File: src/fpm_defines.svh
// Constants for the front panel menu controller
`ifndef FPM_DEFINES_SVH
`define FPM_DEFINES_SVH
`define FPM_CLK_HZ     32'h0bebc200
`define FPM_IDLE_S     32'h0000000c
`define FPM_IDLE_CYC   (32'(64'(`FPM_IDLE_S) * 64'(`FPM_CLK_HZ)))
`define FPM_PHASE_MS   32'h000003e8
`define FPM_PHASE_CYC  (32'(64'(`FPM_PHASE_MS) * 64'(`FPM_CLK_HZ) / 64'h3e8))
`define FPM_NUM_PLL    2
`define FPM_REG_STATUS 8'h00
`define FPM_REG_CLEAR  8'h04
`define FPM_REG_ENABLE 8'h08
`define FPM_REG_VIEW   8'h0c
`define FPM_NST        4
`define FPM_ST_UNLOCK  0
`define FPM_ST_SAVED   1
`define FPM_ST_DROP    2
`define FPM_ST_READY   3
`define FPM_IT_UPF     4'h1
`define FPM_IT_UPL     4'h2
`define FPM_IT_UPG     4'h3
`define FPM_IT_DNF     4'h4
`define FPM_IT_DNG     4'h5
`define FPM_IT_MUTE    4'h6
`define FPM_IT_REM     4'h7
`define FPM_IT_SPEC    4'h8
`define FPM_IT_EXTR    4'h9
`define FPM_IT_UREF    4'ha
`define FPM_IT_DREF    4'hb
`define FPM_IT_BMODE   4'hc
`define FPM_IT_BADR    4'hd
`define FPM_IT_LAST    4'hf
`define FPM_CUR_R      3'h4
`define FPM_UPF_MIN    16'sh07d0
`define FPM_UPF_MAX    16'sh09c4
`define FPM_DNF_MIN    16'sh03b6
`define FPM_DNF_MAX    16'sh05f5
`define FPM_INL_MIN    (-16'sh0028)
`define FPM_INL_MAX    (-16'sh000a)
`define FPM_UPG_MIN    (-16'sh000a)
`define FPM_UPG_MAX    16'sh001e
`define FPM_DNG_MIN    16'sh0000
`define FPM_DNG_MAX    16'sh0032
`define FPM_ADR_MAX    16'sh0063
`define FPM_RST_UPF    12'h7d0
`define FPM_RST_UPL    8'hec
`define FPM_RST_DNF    12'h3b6
`endif

File: src/fpm_pkg.sv
// Types shared by the front panel menu controller
package fpm_pkg;
  typedef enum logic [5:0] {
    FPM_LOAD = 6'h01,
    FPM_SEG  = 6'h02,
    FPM_VER  = 6'h04,
    FPM_NORM = 6'h08,
    FPM_MENU = 6'h10,
    FPM_SAVE = 6'h20
  } fpm_state_e;

  typedef struct packed {
    logic [11:0]       upFreq;
    logic signed [7:0] upInLvl;
    logic signed [7:0] upGain;
    logic [11:0]       dnFreq;
    logic [7:0]        dnGain;
    logic              upMute;
    logic              remote;
    logic              specInv;
    logic              extRef;
    logic              upRefOut;
    logic              dnRefOut;
    logic              busMode;
    logic [7:0]        busAddr;
  } fpm_settings_s;
endpackage

File: src/fpm_evt_if.sv
// Switch event bundle between the switch front end and the menu core
`timescale 1ns/1ps
interface fpm_evt_if;
  logic sel;
  logic left;
  logic right;
  logic up;
  logic down;
  logic any;
  modport src (output sel, left, right, up, down, any);
  modport dst (input sel, left, right, up, down, any);
endinterface

File: src/fpm_menu_ctrl.sv
// Front panel menu controller: power-up display, menu editing, save, alarm
//
// Our own choices: the address map and the strobed register port.
`timescale 1ns/1ps
`include "fpm_defines.svh"

module fpm_menu_ctrl
  import fpm_pkg::*;
#(
  parameter int          NUM_PLL   = `FPM_NUM_PLL,
  parameter logic [31:0] IDLE_CYC  = `FPM_IDLE_CYC,
  parameter logic [31:0] PHASE_CYC = `FPM_PHASE_CYC
) (
  input  wire logic               sys_clk,
  input  wire logic               reset_n,
  input  wire logic               keySelect,
  input  wire logic               horizLeft,
  input  wire logic               horizRight,
  input  wire logic               vertUp,
  input  wire logic               vertDown,
  input  wire logic [NUM_PLL-1:0] pllUnlock,
  input  wire fpm_settings_s      nvReadData,
  input  wire logic [7:0]         regAddr,
  input  wire logic [31:0]        regWrData,
  input  wire logic               regWrite,
  input  wire logic               regRead,
  output logic [31:0]             regRdData,
  output fpm_settings_s           hwSettings,
  output fpm_settings_s           dispSettings,
  output logic                    nvWrite,
  output fpm_settings_s           nvWriteData,
  output logic                    alarmLamp,
  output logic                    irq,
  output fpm_state_e              dispMode,
  output logic [3:0]              dispItem,
  output logic [2:0]              dispCursor,
  output logic                    dispSaveYes
);
  typedef struct packed {
    fpm_state_e           mode;
    logic [3:0]           item;
    logic [2:0]           cursor;
    logic                 saveYes;
    logic [31:0]          timer;
    fpm_settings_s        stored;
    fpm_settings_s        edit;
    fpm_settings_s        hw;
    logic                 nvWrite;
    logic                 alarm;
    logic [`FPM_NST-1:0]  status;
    logic [`FPM_NST-1:0]  enable;
    logic                 irq;
    logic [31:0]          rdData;
  } fpm_ctl_s;
  localparam fpm_settings_s RST_SET = '{
    upFreq: `FPM_RST_UPF, upInLvl: `FPM_RST_UPL, dnFreq: `FPM_RST_DNF, default: '0};
  fpm_evt_if           ev ();
  fpm_ctl_s            st;
  fpm_ctl_s            next_st;
  logic [`FPM_NST-1:0] setBits;
  logic [`FPM_NST-1:0] clrBits;
  logic                anyUnlock;
  logic                editing;
  logic                timeoutNow;
  logic                commitNow;
  logic                discardNow;
  logic                vertOnly;
  fpm_switch_events fpm_switch_events_inst (
    .sys_clk    (sys_clk),
    .reset_n    (reset_n),
    .keySelect  (keySelect),
    .horizLeft  (horizLeft),
    .horizRight (horizRight),
    .vertUp     (vertUp),
    .vertDown   (vertDown),
    .ev         (ev)
  );
  // Step size of the digit under the cursor; cursor 0 is the rightmost digit
  function automatic logic signed [15:0] digitStep(input logic [2:0] cur);
    case (cur)
      3'h0:    digitStep = 16'sh0001;
      3'h1:    digitStep = 16'sh000a;
      3'h2:    digitStep = 16'sh0064;
      default: digitStep = 16'sh03e8;
    endcase
  endfunction
  // One vertical actuation on the current item, clamped to its range
  function automatic fpm_settings_s adjust(input fpm_settings_s s, input logic [3:0] it,
                                           input logic [2:0] cur, input logic up);
    logic signed [15:0] v;
    logic signed [15:0] stp;
    logic signed [15:0] lo;
    logic signed [15:0] hi;
    v   = 16'sh0000;
    stp = digitStep(cur);
    lo  = 16'sh0000;
    hi  = 16'sh0000;
    case (it)
      `FPM_IT_UPF: begin
        v  = 16'(s.upFreq);
        lo = `FPM_UPF_MIN;
        hi = `FPM_UPF_MAX;
      end
      `FPM_IT_UPL: begin
        v   = 16'(s.upInLvl);
        stp = 16'sh0001;
        lo  = `FPM_INL_MIN;
        hi  = `FPM_INL_MAX;
      end
      `FPM_IT_UPG: begin
        v  = 16'(s.upGain);
        lo = `FPM_UPG_MIN;
        hi = `FPM_UPG_MAX;
      end
      `FPM_IT_DNF: begin
        v  = 16'(s.dnFreq);
        lo = `FPM_DNF_MIN;
        hi = `FPM_DNF_MAX;
      end
      `FPM_IT_DNG, `FPM_IT_BADR: begin
        v   = (it == `FPM_IT_DNG) ? 16'(s.dnGain) : 16'(s.busAddr);
        stp = (cur == 3'h0) ? 16'sh0001 : 16'sh000a;
        hi  = (it == `FPM_IT_DNG) ? `FPM_DNG_MAX : `FPM_ADR_MAX;
      end
      default: begin
        stp = 16'sh0000;
      end
    endcase
    // Raise or lower, then hold the value inside its range
    v = up ? v + stp : v - stp;
    if (v < lo) begin
      v = lo;
    end else if (v > hi) begin
      v = hi;
    end
    case (it)
      `FPM_IT_UPF:   s.upFreq   = v[11:0];
      `FPM_IT_UPL:   s.upInLvl  = v[7:0];
      `FPM_IT_UPG:   s.upGain   = v[7:0];
      `FPM_IT_DNF:   s.dnFreq   = v[11:0];
      `FPM_IT_DNG:   s.dnGain   = v[7:0];
      `FPM_IT_BADR:  s.busAddr  = v[7:0];
      // On/off items invert whichever way the switch moves
      `FPM_IT_MUTE:  s.upMute   = ~s.upMute;
      `FPM_IT_REM:   s.remote   = ~s.remote;
      `FPM_IT_SPEC:  s.specInv  = ~s.specInv;
      `FPM_IT_EXTR:  s.extRef   = ~s.extRef;
      `FPM_IT_UREF:  s.upRefOut = ~s.upRefOut;
      `FPM_IT_DREF:  s.dnRefOut = ~s.dnRefOut;
      `FPM_IT_BMODE: s.busMode  = ~s.busMode;
      default:       s = s;
    endcase
    return s;
  endfunction
  // Decoded conditions shared by the next-state logic and the checks
  assign anyUnlock  = |pllUnlock;
  assign editing    = (st.mode == FPM_MENU) || (st.mode == FPM_SAVE);
  assign timeoutNow = editing && !ev.any && (st.timer >= IDLE_CYC - 32'h1);
  assign commitNow  = (st.mode == FPM_SAVE) && ev.sel && st.saveYes;
  assign discardNow = (st.mode == FPM_SAVE) && ev.sel && !st.saveYes;
  assign vertOnly   = (ev.up || ev.down) && !ev.sel && !ev.left && !ev.right;
  // Whole controller: menu walk, editing, commit, alarm and register port
  always_comb begin
    next_st         = st;
    next_st.nvWrite = 1'b0;
    next_st.rdData  = 32'h0;
    next_st.timer   = st.timer + 32'h1;
    setBits         = '0;
    clrBits         = '0;
    case (st.mode)
      FPM_LOAD: begin
        // Settings captured from storage one edge after reset release
        next_st.stored = nvReadData;
        next_st.edit   = nvReadData;
        next_st.hw     = nvReadData;
        next_st.timer  = 32'h0;
        next_st.mode   = FPM_SEG;
      end
      FPM_SEG: begin
        if (st.timer >= PHASE_CYC - 32'h1) begin
          next_st.mode  = FPM_VER;
          next_st.timer = 32'h0;
        end
      end
      FPM_VER: begin
        if (st.timer >= PHASE_CYC - 32'h1) begin
          next_st.mode                = FPM_NORM;
          setBits[`FPM_ST_READY] = 1'b1;
        end
      end
      FPM_NORM: begin
        next_st.timer = 32'h0;
        if (ev.sel) begin
          // An edit always starts from the stored values
          next_st.mode   = FPM_MENU;
          next_st.item   = `FPM_IT_UPF;
          next_st.cursor = 3'h0;
          next_st.edit   = st.stored;
        end
      end
      FPM_MENU: begin
        if (ev.sel) begin
          if (st.cursor == `FPM_CUR_R || st.item == `FPM_IT_LAST) begin
            next_st.mode    = FPM_SAVE;
            next_st.saveYes = 1'b1;
          end else begin
            next_st.item = st.item + 4'h1;
          end
          next_st.cursor = 3'h0;
        end else if (ev.left && st.cursor != `FPM_CUR_R) begin
          next_st.cursor = st.cursor + 3'h1;
        end else if (ev.right && st.cursor != 3'h0) begin
          next_st.cursor = st.cursor - 3'h1;
        end else if (vertOnly && st.cursor != `FPM_CUR_R) begin
          next_st.edit = adjust(st.edit, st.item, st.cursor, ev.up);
        end
        // Level and gain go live, frequencies wait for the save
        next_st.hw.upInLvl = next_st.edit.upInLvl;
        next_st.hw.upGain  = next_st.edit.upGain;
        next_st.hw.dnGain  = next_st.edit.dnGain;
      end
      FPM_SAVE: begin
        if (commitNow) begin
          next_st.stored  = st.edit;
          next_st.hw      = st.edit;
          next_st.nvWrite = 1'b1;
          next_st.mode    = FPM_NORM;
          setBits[`FPM_ST_SAVED] = 1'b1;
        end else if (discardNow) begin
          next_st.edit = st.stored;
          next_st.hw   = st.stored;
          next_st.mode = FPM_NORM;
          setBits[`FPM_ST_DROP] = 1'b1;
        end else if (ev.up || ev.down || ev.left || ev.right) begin
          next_st.saveYes = ~st.saveYes;
        end
      end
      default: begin
        next_st.mode = FPM_LOAD;
      end
    endcase
    // Any switch activity restarts the idle count while editing
    if (editing && ev.any) begin
      next_st.timer = 32'h0;
    end
    if (timeoutNow) begin
      next_st.mode = FPM_NORM;
      next_st.edit = st.stored;
      next_st.hw   = st.stored;
      setBits[`FPM_ST_DROP] = 1'b1;
    end
    next_st.alarm = anyUnlock;
    setBits[`FPM_ST_UNLOCK] = anyUnlock && !st.alarm;
    // Register writes; decode is exact so other addresses are ignored
    if (regWrite) begin
      if (regAddr == `FPM_REG_CLEAR) begin
        clrBits = regWrData[`FPM_NST-1:0];
      end else if (regAddr == `FPM_REG_ENABLE) begin
        next_st.enable = regWrData[`FPM_NST-1:0];
      end
    end
    // A new event outranks a clear written in the same cycle
    next_st.status = (st.status & ~clrBits) | setBits;
    next_st.irq    = |(next_st.status & next_st.enable);
    // Reads answer next cycle; unmapped and write-only read as zero
    if (regRead) begin
      if (regAddr == `FPM_REG_STATUS) begin
        next_st.rdData = 32'(st.status);
      end else if (regAddr == `FPM_REG_ENABLE) begin
        next_st.rdData = 32'(st.enable);
      end else if (regAddr == `FPM_REG_VIEW) begin
        next_st.rdData = 32'({st.alarm, st.saveYes, st.cursor, st.item, st.mode});
      end
    end
  end

  always_ff @(posedge sys_clk or negedge reset_n) begin
    if (!reset_n) begin
      st        <= '0;
      st.mode   <= FPM_LOAD;
      st.stored <= RST_SET;
      st.edit   <= RST_SET;
      st.hw     <= RST_SET;
    end else begin
      st <= next_st;
    end
  end
  // Every output is a field of the state register
  assign regRdData    = st.rdData;
  assign hwSettings   = st.hw;
  assign dispSettings = st.edit;
  assign nvWrite      = st.nvWrite;
  assign nvWriteData  = st.stored;
  assign alarmLamp    = st.alarm;
  assign irq          = st.irq;
  assign dispMode     = st.mode;
  assign dispItem     = st.item;
  assign dispCursor   = st.cursor;
  assign dispSaveYes  = st.saveYes;
endmodule // fpm_menu_ctrl

File: src/fpm_switch_events.sv
// Turns the three operator switches into one-cycle press events
`timescale 1ns/1ps
module fpm_switch_events
  import fpm_pkg::*;
(
  input  wire logic sys_clk,
  input  wire logic reset_n,
  input  wire logic keySelect,
  input  wire logic horizLeft,
  input  wire logic horizRight,
  input  wire logic vertUp,
  input  wire logic vertDown,
  fpm_evt_if.src    ev
);
  typedef struct packed {
    logic [4:0] prev;
    logic [4:0] rise;
  } fpm_sw_s;

  fpm_sw_s    st;
  fpm_sw_s    next_st;
  logic [4:0] raw;

  // A held switch counts once: only the press edge is an event
  always_comb begin
    raw = {vertDown, vertUp, horizRight, horizLeft, keySelect};
    next_st = st;
    next_st.prev = raw;
    next_st.rise = raw & ~st.prev;
  end

  always_ff @(posedge sys_clk or negedge reset_n) begin
    if (!reset_n) begin
      st <= '0;
    end else begin
      st <= next_st;
    end
  end

  assign ev.sel   = st.rise[0];
  assign ev.left  = st.rise[1];
  assign ev.right = st.rise[2];
  assign ev.up    = st.rise[3];
  assign ev.down  = st.rise[4];
  assign ev.any   = |st.rise;
endmodule // fpm_switch_events

File: config.mk
export PLATFORM = sky130hd
export DESIGN_NAME = fpm_menu_ctrl
export DESIGN_NICKNAME = d
export VERILOG_FILES = /design/src/fpm_pkg.sv /design/src/fpm_evt_if.sv /design/src/fpm_menu_ctrl.sv /design/src/fpm_switch_events.sv
export VERILOG_INCLUDE_DIRS = /design/src
export SDC_FILE = /design/constraint.sdc
export NUM_CORES = 1
export LEC_CHECK = 0
export BUFFER_PORTS_ARGS = -buffer_cell sky130_fd_sc_hd__buf_2
export CAP_MARGIN = 10
export CORE_MARGIN = 1
export CORE_UTILIZATION = 57
export CTS_CLUSTER_DIAMETER = 50
export DETAILED_ROUTE_END_ITERATION = 6
export PLACE_DENSITY = 0.91
export SETUP_SLACK_MARGIN = 0.05
export SLEW_MARGIN = 20
export SYNTH_ARGS = -nofsm -noshare
export SYNTH_HDL_FRONTEND = slang
export SYNTH_SLANG_ARGS = --single-unit
export TNS_END_PERCENT = 10
File: constraint.sdc
create_clock -name sys_clk -period 8 [get_ports sys_clk]
set_input_delay 0 -clock sys_clk [delete_from_list [all_inputs] [get_ports sys_clk]]
set_output_delay 0 -clock sys_clk [all_outputs]
set_load 0.02 [all_outputs]
== After elaboration in Yosys (flattened, before gate mapping) ==
Index checks and enable logic that the tools add are counted.

* Add/subtract/negate cells: 6
* $lt $le $gt $ge: 4
* Eq/ne operators: 58
* Multiplexer cells: 101
* Bitwise gates (word level): 14
* Reduce and logical (&&, ||, !) cells: 57

{| class="wikitable"
|+ Operators with widths
! kind !! number
|-
| 63-bit 2-to-1 mux || 8
|-
| 16-bit 2-to-1 mux || 21
|-
| 126-bit 2-to-1 mux || 2
|-
| 63-bit one-hot mux with 4 select lines || 1
|-
| 16-bit one-hot mux with 5 select lines || 2
|-
| 63-bit one-hot mux with 2 select lines || 1
|-
| 16-bit one-hot mux with 3 select lines || 2
|-
| 9-bit AND reduction || 10
|-
| 32-bit 2-to-1 mux || 2
|-
| 16-bit one-hot mux with 4 select lines || 1
|-
| 32-bit one-hot mux with 2 select lines || 1
|-
| 15-bit 2-to-1 mux || 4
|-
| 12-bit 2-to-1 mux || 4
|-
| 12-bit one-hot mux with 2 select lines || 2
|-
| 3-bit by 2-bit != test with 1-bit output (second input constant) || 14
|-
| 8-bit 2-to-1 mux || 5
|-
| 6-bit 2-to-1 mux || 6
|-
| 6-bit one-hot mux with 6 select lines || 1
|-
| 32-bit by 1-bit adder with 32-bit output (second input constant) || 1
|-
| 32-bit by 28-bit >= comparator with 1-bit output (second input constant) || 1
|-
| 32-bit >= comparator (second input constant) || 1
|-
| 10-bit one-hot mux with 3 select lines || 1
|-
| 15-bit one-hot mux with 2 select lines || 1
|-
| 4-bit equality test (second input constant) || 7
|-
| 59 further kinds || 141
|}

* Register bits: 288
* Bits of input ports: 114
* Output and inout bits: 238
* Logic and storage cells: 292

== Logic depth before layout (Yosys ltp) ==
Gate-level depths: netlist of the first run.

* Depth in word-level cells: 22
* Depth in mapped cells: 36
* Gate-level depth less buffers: 34

== Modules after synthesis ==
From an unflattened synthesis of the first run, not the netlist that was laid out.

* Cells, all modules: 2265
* Area total of the unflattened synthesis: 18744.2 µm²

{| class="wikitable"
|+ By module, submodules not included
! module !! times used !! cells an instance !! area each (µm²) !! sequential area each (µm²)
|-
| fpm_menu_ctrl || 1 || 2247 || 18450.2 || 6600.1
|-
| fpm_switch_events || 1 || 18 || 294.0 || 250.2
|}

== Worst setup path after synthesis of the first run ==
Ideal clock, no wire load.

* Path type: reg-to-reg
* Start: register st, in the netlist dispItem[0]
* End: register st, in the netlist hwSettings[16]
* Setup time: 0.141 ns
* Data arrival time: 6.781 ns
* Data required time: 7.859 ns
* Setup slack: 1.078 ns
* Stages on the path, launching flop included: 34
* Buffers on the path: 1
* Period minus slack after synthesis: 6.922 ns
* Path through: dfrtp_1 -> inv_1 -> ha_1 -> and2_1 -> clkinv_1 -> nand2_1 -> a2111oi_0 -> a21oi_1 -> inv_1 -> ha_1 -> a31o_2 -> o21ai_0 -> ha_1 -> or2_2 -> a21oi_1 -> a311oi_1 -> o21a_1 -> o21a_1 -> o21ai_0 -> nand2b_1 -> a21o_1 -> a21oi_1 -> xnor2_1 -> ha_1 -> nand4_1 -> nor4_1 -> nor3b_1 -> a2111oi_0 -> o311ai_1 -> buf_4 -> a21boi_1 -> o31ai_1 -> a221oi_1 -> a31oi_1

* Word-level cells in the longest chain between the ends: 20
* Elaborated cells between the ends (all ways): 48
* Those cells by class: add/sub (2); order compare (2); eq/ne (6); mux (36); reduce/logical (2)

{| class="wikitable"
|+ Ends and longest elaborated chain
! item !! RTL line !! text
|-
| start: declaration || fpm_menu_ctrl.sv:58 || <nowiki>fpm_ctl_s st;</nowiki>
|-
| start signal: assignment || fpm_menu_ctrl.sv:285 || <nowiki>st <= next_st;</nowiki>
|-
| 4-bit by 3-bit equality test with 1-bit output (tied with other cells) || fpm_menu_ctrl.sv:98, fpm_menu_ctrl.sv:136 ||
|-
| 8-bit 2-to-1 mux (tied with other cells) || fpm_menu_ctrl.sv:121 || <nowiki>v = (it == `FPM_IT_DNG) ? 16'(s.dnGain) : 16'(s.busAddr);</nowiki>
|-
| 16-bit one-hot mux with 5 select lines / 16-bit one-hot mux with 3 select lines (equally long branches) || fpm_menu_ctrl.sv:98 || <nowiki>case (it)</nowiki>
|-
| 16-bit 2-to-1 mux || fpm_menu_ctrl.sv:214 || <nowiki>end else if (vertOnly && st.cursor != `FPM_CUR_R) begin</nowiki>
|-
| 16-bit 2-to-1 mux || fpm_menu_ctrl.sv:212 || <nowiki>end else if (ev.right && st.cursor != 3'h0) begin</nowiki>
|-
| 16-bit 2-to-1 mux || fpm_menu_ctrl.sv:210 || <nowiki>end else if (ev.left && st.cursor != `FPM_CUR_R) begin</nowiki>
|-
| 16-bit 2-to-1 mux || fpm_menu_ctrl.sv:202 || <nowiki>if (ev.sel) begin</nowiki>
|-
| 16-bit 2-to-1 mux || fpm_menu_ctrl.sv:170 || <nowiki>case (st.mode)</nowiki>
|-
| [... 4 more ...] || n/a ||
|-
| 12-bit 2-to-1 mux || fpm_menu_ctrl.sv:131 || <nowiki>if (v < lo) begin</nowiki>
|-
| 8-bit 2-to-1 mux (*) || fpm_menu_ctrl.sv:136 || <nowiki>case (it)</nowiki>
|-
| 63-bit 2-to-1 mux (*) || fpm_menu_ctrl.sv:214 ||
|-
| 63-bit 2-to-1 mux (*) || fpm_menu_ctrl.sv:212 ||
|-
| 63-bit 2-to-1 mux (*) || fpm_menu_ctrl.sv:210 ||
|-
| 63-bit 2-to-1 mux (*) || fpm_menu_ctrl.sv:202 ||
|-
| 8-bit one-hot mux with 3 select lines (*) || fpm_menu_ctrl.sv:170 ||
|-
| 126-bit 2-to-1 mux (*) || fpm_menu_ctrl.sv:246 || <nowiki>if (timeoutNow) begin</nowiki>
|}

Every way passes the cells marked *; elsewhere a longest branch is shown, timed or not. The select of a mux whose other input is x is not followed.
A chain may end at the register's enable or synchronous reset.

== Final worst setup path of the first run ==
* Start: register st, in the netlist dispItem[0]
* End: register st, in the netlist dispSettings[33]

* Word-level cells in the longest chain between the ends: 20
* Elaborated cells between the ends (all ways): 50
* Those cells by class: add/sub (2); order compare (2); eq/ne (7); mux (36); reduce/logical (3)

{| class="wikitable"
|+ Ends and longest elaborated chain
! item !! RTL line
|-
| 4-bit by 3-bit equality test with 1-bit output (tied with other cells) || fpm_menu_ctrl.sv:98
|-
| 8-bit 2-to-1 mux (tied with other cells) || fpm_menu_ctrl.sv:121
|-
| 16-bit one-hot mux with 5 select lines / 16-bit one-hot mux with 3 select lines (equally long branches) || fpm_menu_ctrl.sv:98
|-
| 16-bit 2-to-1 mux || fpm_menu_ctrl.sv:214
|-
| 16-bit 2-to-1 mux || fpm_menu_ctrl.sv:212
|-
| 16-bit 2-to-1 mux || fpm_menu_ctrl.sv:210
|-
| 16-bit 2-to-1 mux || fpm_menu_ctrl.sv:202
|-
| 16-bit 2-to-1 mux || fpm_menu_ctrl.sv:170
|-
| [... 4 more ...] || n/a
|-
| 12-bit 2-to-1 mux || fpm_menu_ctrl.sv:131
|-
| 12-bit 2-to-1 mux || fpm_menu_ctrl.sv:136
|-
| 63-bit 2-to-1 mux || fpm_menu_ctrl.sv:214
|-
| 63-bit 2-to-1 mux || fpm_menu_ctrl.sv:212
|-
| 63-bit 2-to-1 mux || fpm_menu_ctrl.sv:210
|-
| 63-bit 2-to-1 mux || fpm_menu_ctrl.sv:202
|-
| 63-bit one-hot mux with 4 select lines || fpm_menu_ctrl.sv:170
|-
| 126-bit 2-to-1 mux || fpm_menu_ctrl.sv:246
|}

Parallel ways exist; a longest one is shown, timed or not. The select of a mux whose other input is x is not followed.

==> results.md, run 1 <==
- CP Data Required Time: 8370 ps
- Synth Register Bits: 271
- Slew Viols, Final: 0
- Setup ws final: 512 ps
- Fill cells: 2407
- Wire per inst: 23.6 um
- Port Buffer Count: 306
- Crit start category: register
- Die Height: 183 um
- Dominant synthesized flop cell: dfrtp_1
- Final setup violation count: 0
- Clk slew on worst S/H paths: 60 ps
- Depth of the CTS H-tree: 2
- Hold Violations, Final: 0
- Drt total wl: 67000 um
- Failing checks: DRC
- Finished Layout Cells: 2835
- Slowest cell on crit path: a2111oi_0
- Final HPWL DP: 43200 um
- Post-synth ARST share: 100%
- Fraction of layout cells with a size suffix above 1: 22.1%
- Row count: 65
- DR WL met2: 29600 um
- R2R depth: 35
- Vias per std cell: 6.69
- Max Fclk: 0.134 GHz
- Max Cap Violations: 0
- Vias: 19000
- CTS tree: yes
- Kind of critical path: reg2reg
- Min-Delay Path Class: in2reg
- Least-Margin Pin Slew: 1150 ps
- Crit path DAT: 7860 ps
- CTS root buffer: clkbuf_16
- Final period util: 93.6%
- Status: complete, but fails checks
- Top Family by Delay on Critical Path: compound AO/OA/AOI/OAI gates
- Leak Pwr: 9.73 nW
- Cells after Synth: 2230
- Place WS: 710 ps
- Clk_skew: 31.8 ps
- Routed Antenna Nets: 0
- Grt ovf: 0
- Pwr per Cell Area: 167 mW/mm^2
- Placed cell count: 2687
- WP buf/inv: 5
- Crit. End Element: register
- Syn Std Cell Area: 0.0186 mm^2
- Max_slew headroom: 23.1%
- DRC violation total after the first TritonRoute iteration: 3158
- Max IR drop VDD: 0.213 mV
- Antenna violations before repair: 3
- Core area: 0.0318 mm^2
- GRT Overall Usage: 40.2%
- Initial Util: 58.4%
- TritonCTS buffer count: 36
- Period minus WS final: 7490 ps
- TritonCTS Sinks: 271
- Clk Latency, worst-skew pair: 530 ps
- Hold Path Stages: 4
- Post-synthesis sequential area ratio: 36.9%
- Synth Warn #: 0
- WL met1: 24300 um
- Pre-Repair DR Iteration Count: 7
- Nets@finish: 2539
- Vias in the first global route: 19000
- Pin count of the biggest net entering global routing: 168
- Top sig layer: met5
- CP max stage delay: 480 ps
- Area Overhead vs Synth: 13.2%
- RD Place Congestion: 0.981
- RSZ-0062 raised after global routing: yes
- Max clock buf depth: 3
- Post-route DRC: 15
- Met3 WL: 8590 um
- Synth cell types: 82
- Setup TNS: 0 ps
- Worst Path Max Fanout: 7
- Syn avg cell area: 8.33 um^2
- Global-route wire length before repair: 105000 um
- DIE AREA: 0.0333 mm^2
- Cell count along the critical path: 35
- Width of the die: 183 um
- Ports: 352
- EDFF count, synth: 0
-- final timing paths --
| kind | end | slack, ps | startpoint |
|---|---|---|---|
| setup / recovery | dispSettings[33]$_DFFE_PN0P_ | 510 | dispItem[0]$_DFFE_PN0P_ |
| hold / removal | regRdData[7]$_DFF_PN0_ | 50 | regAddr[0] |
| setup reg to reg | dispSettings[33]$_DFFE_PN0P_ | 510 | dispItem[0]$_DFFE_PN0P_ |
| hold reg to reg | fpm_switch_events_inst.ev.up$_DFF_PN0_ | 390 | fpm_switch_events_inst.st[8]$_DFF_PN0_ |
| max in group asynchronous | nvWriteData[51]$_DFFE_PN0P_ | 6500 | reset_n |
| min in group asynchronous | st[241]$_DFF_PN0_ | 120 | reset_n |
-- worst reg2reg max path, delay by kind of cell (launching register included) --
family | cells | cell delay, ps
buffers and inverters | 5 | 820
adders and majority gates | 4 | 1160
DFF | 1 | 460
and+or+nand+nor | 9 | 1100
AOI/OAI and AO/OA | 15 | 3380
xor gates and xnor gates | 2 | 430
-- cells in the mapped netlist (all sizes together), types with 17 or more instances --
master | count | share of area, %
o22ai | 43 | 1.4
a31oi | 19 | 0.64
o211ai | 17 | 0.71
xor2 | 30 | 1.4
xnor2 | 20 | 0.94
a21oi | 200 | 5.4
mux2i | 65 | 3.5
buf | 252 | 10
nand3 | 57 | 1.5
nand4 | 17 | 0.57
clkbuf | 121 | 2.5
nor2 | 253 | 5.2
a211oi | 17 | 0.71
o31ai | 22 | 0.92
a221oi | 31 | 1.5
nor3 | 40 | 1.1
nand2 | 217 | 4.4
dfrtp | 216 | 29
and3 | 33 | 1.1
inv | 36 | 0.73
o21ai | 162 | 4.4
a22oi | 71 | 2.9
and2 | 23 | 0.77
dfstp | 55 | 7.8
ha | 55 | 3.7
-- layout by cell type (no fill, tap or decap), types with 8 or more instances in the layout --
| cell | Yosys | routed |
|---|---|---|
| o21a_1 | 9 | 9 |
| conb_1 | 1 | 17 |
| dlygate4sd3_1 | 0 | 79 |
| nor4_1 | 8 | 8 |
| dfrtp_1 | 216 | 216 |
| o21ai_1 | 13 | 12 |
| nor2b_1 | 11 | 11 |
| o31ai_1 | 21 | 21 |
| o21ai_0 | 146 | 146 |
| dfstp_2 | 55 | 55 |
| clkbuf_1 | 120 | 9 |
| nor2_1 | 252 | 252 |
| a22oi_1 | 71 | 71 |
| ha_1 | 55 | 55 |
| a221o_1 | 10 | 10 |
| a21oi_1 | 197 | 196 |
| mux2i_1 | 65 | 65 |
| o22ai_1 | 43 | 43 |
| a22o_1 | 8 | 8 |
| a221oi_1 | 31 | 31 |
| o211ai_1 | 16 | 16 |
| buf_2 | 7 | 305 |
| buf_4 | 236 | 71 |
| a211oi_1 | 16 | 15 |
| and2_1 | 23 | 22 |
| a21o_1 | 16 | 16 |
| xor2_1 | 30 | 30 |
| inv_1 | 35 | 35 |
| nand3_1 | 57 | 56 |
| a31oi_1 | 19 | 19 |
| xnor2_1 | 20 | 20 |
| clkbuf_16 | 0 | 37 |
| nand4_1 | 17 | 17 |
| nand2b_1 | 8 | 8 |
| nor3_1 | 39 | 39 |
| and3_1 | 33 | 32 |
| nand2_1 | 217 | 217 |
-- cell type report --
type	count	area (um^2)	share of cell area, %
Clock inverter	17	181	0.863
Clock buffer	49	1000	4.76
Timing Repair Buffer	458	2900	13.8
Inverter	37	139	0.660
Sequential cell	271	6850	32.6
Antenna cell	3	7.51	0.0357
Multi-Input combinational cell	1565	9410	44.7
Tap cell	435	544	2.59
-- registers in the layout, indices dropped and copies added (netlist names), 4 cells and up --
name,flops
dispItem,4
dispMode,6
dispSettings,63
fpm_switch_events_inst.st,5
hwSettings,63
nvWriteData,63
regRdData,15
st,40
-- per-stage QoR --
step,utilization (%),hold slack (ps),power [W],instance area (um^2)
2_1_floorplan,-,-296,0.00176,18600
3_3_place_gp,59.8,77.0,0.00184,19000
3_5_place_dp,59.8,84.1,0.00185,19000
4_1_cts,66.0,24.3,0.00348,21000
5_1_grt,66.1,56.0,0.00360,21000
6_report,66.1,46.2,0.00351,21000
-- timing repair --
| action | in CTS | in global routing |
|---|---|---|
| setup endpoints to repair | 0 | 25 |
| resized for setup | 0 | 5 |
| hold buffers | 79 | 0 |
| hold endpoints to repair | 271 | 0 |
| setup buffers | 0 | 0 |
-- report_power, final --
| group | switching, W | internal (W) |
|---|---|---|
| clock | 0.000661 | 0.000960 |
| sequential | 0.0000823 | 0.00144 |
| combinational | 0.000227 | 0.000139 |
-- kinds of logic after synthesis --
group	share of synthesized area (%)
AOI/OAI and AO/OA	23.3
and+or+nand+nor	16.8
muxes	3.68
adders and majority gates	3.81
buffers and inverters	13.2
DFF	36.9
xor gates and xnor gates	2.36
other	0.0202
-- per-layer routing --
metal,track usage [%],vias to the layer above
li1,-,8035
met1,50.4,8853
met2,61.6,1631
met3,11.9,452
met4,23.2,2
met5,0,-
No activity file was read; power rests on OpenSTA's default activity.
==> inputs of run 2 (changes only) <==
SYNTH_HIERARCHICAL = 1   (was not set)
==> run 2 against run 1 <==
The run still ends with DRC left. Synthesized area is 0.88% higher. First-iteration DRC count is 0.51% lower. Cell area is 0.40% higher. Routed wire length is 0.17% higher. Final cell count is 0.63% higher. Core utilization is 1.1 points lower. Die area is 0.87% higher. Register-to-register slack worse by 110 ps. Flip-flop and latch count stayed put. Largest cell class unchanged.
==> results.md, run 2 <==
- Fraction of layout cells with a size suffix above 1: 21.5% (was 22.1%)
- Synth Register Bits: 271 (unchanged)
- Max Fclk: 0.132 GHz (was 0.134 GHz)
- Status: complete, but fails checks (unchanged)
- Vias in the first global route: 18400 (was 19000)
- Least-Margin Pin Slew: 1130 ps (was 1150 ps)
- Port Buffer Count: 306 (unchanged)
- Die Height: 183 um (about the same)
- Clk Latency, worst-skew pair: 530 ps (about the same)
- RD Place Congestion: 0.999 (was 0.981)
- Slew Viols, Final: 0 (unchanged)
- Syn Std Cell Area: 0.0187 mm^2 (was 0.0186 mm^2)
- Vias: 19200 (was 19000)
- Post-synthesis sequential area ratio: 36.5% (was 36.9%)
- Pre-Repair DR Iteration Count: 7 (unchanged)
- Hold Path Stages: 4 (unchanged)
- TritonCTS buffer count: 34 (was 36)
- Slowest cell on crit path: dfrtp_1 (was a2111oi_0)
- Synth area leader: dfrtp_1 (unchanged)
- Initial Util: 57.8% (was 58.4%)
- Synth area leaders: dfrtp_1 29%, buf_4 9.5%, dfstp_2 7.7% (was dfrtp_1 29%, buf_4 9.5%, dfstp_2 7.8%)
- Ports: 352 (unchanged)
- Post-route DRC: 17 (was 15)
- Pwr per Cell Area: 163 mW/mm^2 (was 167 mW/mm^2)
- WP buf/inv: 4 (was 5)
- Commonest non-fill, non-tap cell in the layout: buf_2 (unchanged)
- Max Cap Violations: 0 (unchanged)
- Max clock buf depth: 3 (unchanged)
- Nets@finish: 2553 (was 2539)
- Kind of critical path: reg2reg (unchanged)
- Hold Violations, Final: 0 (unchanged)
- Setup TNS: 0 ps (unchanged)
- Max_slew headroom: 24.5% (was 23.1%)
- Synth Warn #: 6 (was 0)
- Crit start category: register (unchanged)
- Post-synth ARST share: 100% (unchanged)
- Most common cell on crit path: a21oi_1
- Width of the die: 183 um (about the same)
- Failing checks: DRC (unchanged)
- Grt ovf: 0 (unchanged)
- CP Launch Point: dispItem[3]$_DFFE_PN0P_ (was dispItem[0]$_DFFE_PN0P_)
- Final HPWL DP: 43600 um (was 43200 um)
- Final period util: 95.0% (was 93.6%)
- RSZ-0062 raised after global routing: yes (unchanged)
- Reg2reg setup slack: 400 ps (was 510 ps)
- Wire per inst: 23.5 um (was 23.6 um)
- Depth of the CTS H-tree: 2 (unchanged)
- CTS tree: yes (unchanged)
- Cells after Synth: 2265 (was 2230)
- CTS root buffer: clkbuf_16 (unchanged)
- Crit path DAT: 7940 ps (was 7860 ps)
- Drt total wl: 67100 um (was 67000 um)
- Row count: 66 (was 65)
- Final instance area: 0.0211 mm^2 (was 0.0210 mm^2)
- Global-route wire length before repair: 103000 um (was 105000 um)
- Period minus WS final: 7600 ps (was 7490 ps)
- CP Data Required Time: 8340 ps (was 8370 ps)
- R2r startpoint: dispItem[3]$_DFFE_PN0P_ (was dispItem[0]$_DFFE_PN0P_)
- Cell count along the critical path: 32 (was 35)
- Area Overhead vs Synth: 12.6% (was 13.2%)
- Clk_skew: 32.8 ps (was 31.8 ps)
- Synth top cells by count: 248 x nor2_1, 236 x buf_4, 216 x dfrtp_1 (was 252 x nor2_1, 236 x buf_4, 217 x nand2_1)
- GRT Overall Usage: 39.3% (was 40.2%)
- Routed Antenna Nets: 0 (unchanged)
- Final setup violation count: 0 (unchanged)
- Vias per std cell: 6.73 (was 6.69)
- Most frequent cells in the layout: 305 x buf_2, 247 x nor2_1, 216 x dfrtp_1 (was 305 x buf_2, 252 x nor2_1, 217 x nand2_1)
- Pin count of the biggest net entering global routing: 127 (was 168)
- Worst Path Max Fanout: 14 (was 7)
- Min-Delay Path Class: in2reg (unchanged)
- Clk slew on worst S/H paths: 60 ps (about the same)
- Max IR drop VDD: 0.187 mV (was 0.213 mV)
- DIE AREA: 0.0336 mm^2 (was 0.0333 mm^2)
- EDFF count, synth: 0 (unchanged)
- TritonCTS Sinks: 271 (unchanged)
- Dominant synthesized flop cell: dfrtp_1 (unchanged)
- Placed Area: 0.0190 mm^2 (about the same)
- Crit. End Element: register (unchanged)
- Syn avg cell area: 8.28 um^2 (was 8.33 um^2)
- Top Family by Delay on Critical Path: compound AO/OA/AOI/OAI gates (unchanged)
- Core area: 0.0325 mm^2 (was 0.0318 mm^2)
- Synth cell types: 78 (was 82)
- Leak Pwr: 9.61 nW (was 9.73 nW)
- HP Start: regAddr[1] (was regAddr[0])
- Most frequent cell after synthesis: nor2_1 (unchanged)
- Synth top area share: 28.8% (was 29.1%)
- Antenna violations before repair: 1 (was 3)
- DRC violation total after the first TritonRoute iteration: 3142 (was 3158)
- CP max stage delay: 560 ps (was 480 ps)
- R2R depth: 32 (was 35)
run 2: cell types whose count changed after synthesis, sizes merged, moves of 9 or more:
| cell | previous run | this run |
|---|---|---|
| o31ai | 22 | 7 |
| nand2 | 217 | 202 |
| nand3 | 57 | 76 |
| buf | 252 | 262 |
| a22oi | 71 | 61 |
| a221oi | 31 | 9 |
| a31oi | 19 | 32 |
| o22ai | 43 | 33 |
| nor3 | 40 | 31 |
| a21oi | 200 | 215 |
| o21ai | 162 | 178 |
| and3 | 33 | 46 |
| a41oi | 4 | 14 |
run 2: final timing paths:
path,end
min reg2reg,fpm_switch_events_inst/ev.sel$_DFF_PN0_
min,regRdData[11]$_DFF_PN0_
max in group asynchronous,nvWriteData[17]$_DFFE_PN0P_
max reg2reg,dispSettings[56]$_DFFE_PN0P_
min in group asynchronous,hwSettings[14]$_DFFE_PN0P_
max,dispSettings[56]$_DFFE_PN0P_
run 2: routing by layer:
layer / part of all wire [%] / global-route usage, %
met5: 0 / 0
met4: 7.0 / 25.7
met3: 13 / 10.9
met2: 44 / 59.7
met1: 35 / 49.2
run 2: timing repair:
action / in CTS / in global routing
endpoints found under the setup margin: 0 / 79
buffers inserted: 0 / 1
hold endpoints to repair: 262 / 0
resized for setup: 0 / 14
hold buffers: 85 / 0
run 2: per-stage QoR:
stage | std cells | setup slack, ps | utilization, % | hold slack, ps | power [W]
detailed placement | 2703 | 277 | 58.7 | 18.7 | 0.00185
CTS | 2850 | 188 | 64.8 | 3.18 | 0.00343
global route | 2852 | 5.80 | 65.0 | 79.5 | 0.00354
floorplan | 2281 | 1270 | - | -296 | 0.00176
global placement | 2703 | 495 | 58.6 | 7.42 | 0.00184
finish | 2853 | 400 | 65.1 | 52.3 | 0.00344
run 2: where the power goes:
group / internal [W] / total (W) / switching, W
Clock: 0.000903 / 0.00156 / 0.000661
Combinational: 0.000136 / 0.000364 / 0.000228
Sequential: 0.00144 / 0.00151 / 0.0000778
Total: 0.00248 / 0.00344 / 0.000967
run 2: logic make-up after synthesis:
group | share of synthesized area (%)
AOI/OAI and AO/OA | 23.2
xor gates and xnor gates | 2.10
adders and majority gates | 3.78
buffers and inverters | 13.4
DFF | 36.5
muxes | 3.63
other | 0.0200
and+or+nand+nor | 17.3
run 2: worst min-delay path: stages:
cell	delay (ps)
buf_2	70
nor4_1	50
nand3_1	300
nor3_1	90
run 2: layout make-up:
class / instances / area (um^2)
fill: 2449 / 11300
clock inverter: 18 / 181
clock buffer: 44 / 960
inverter: 44 / 165
timing repair buffer: 445 / 2800
sequential: 271 / 6850
multi-input combinational: 1587 / 9600
antenna: 2 / 5.00
tap: 442 / 553
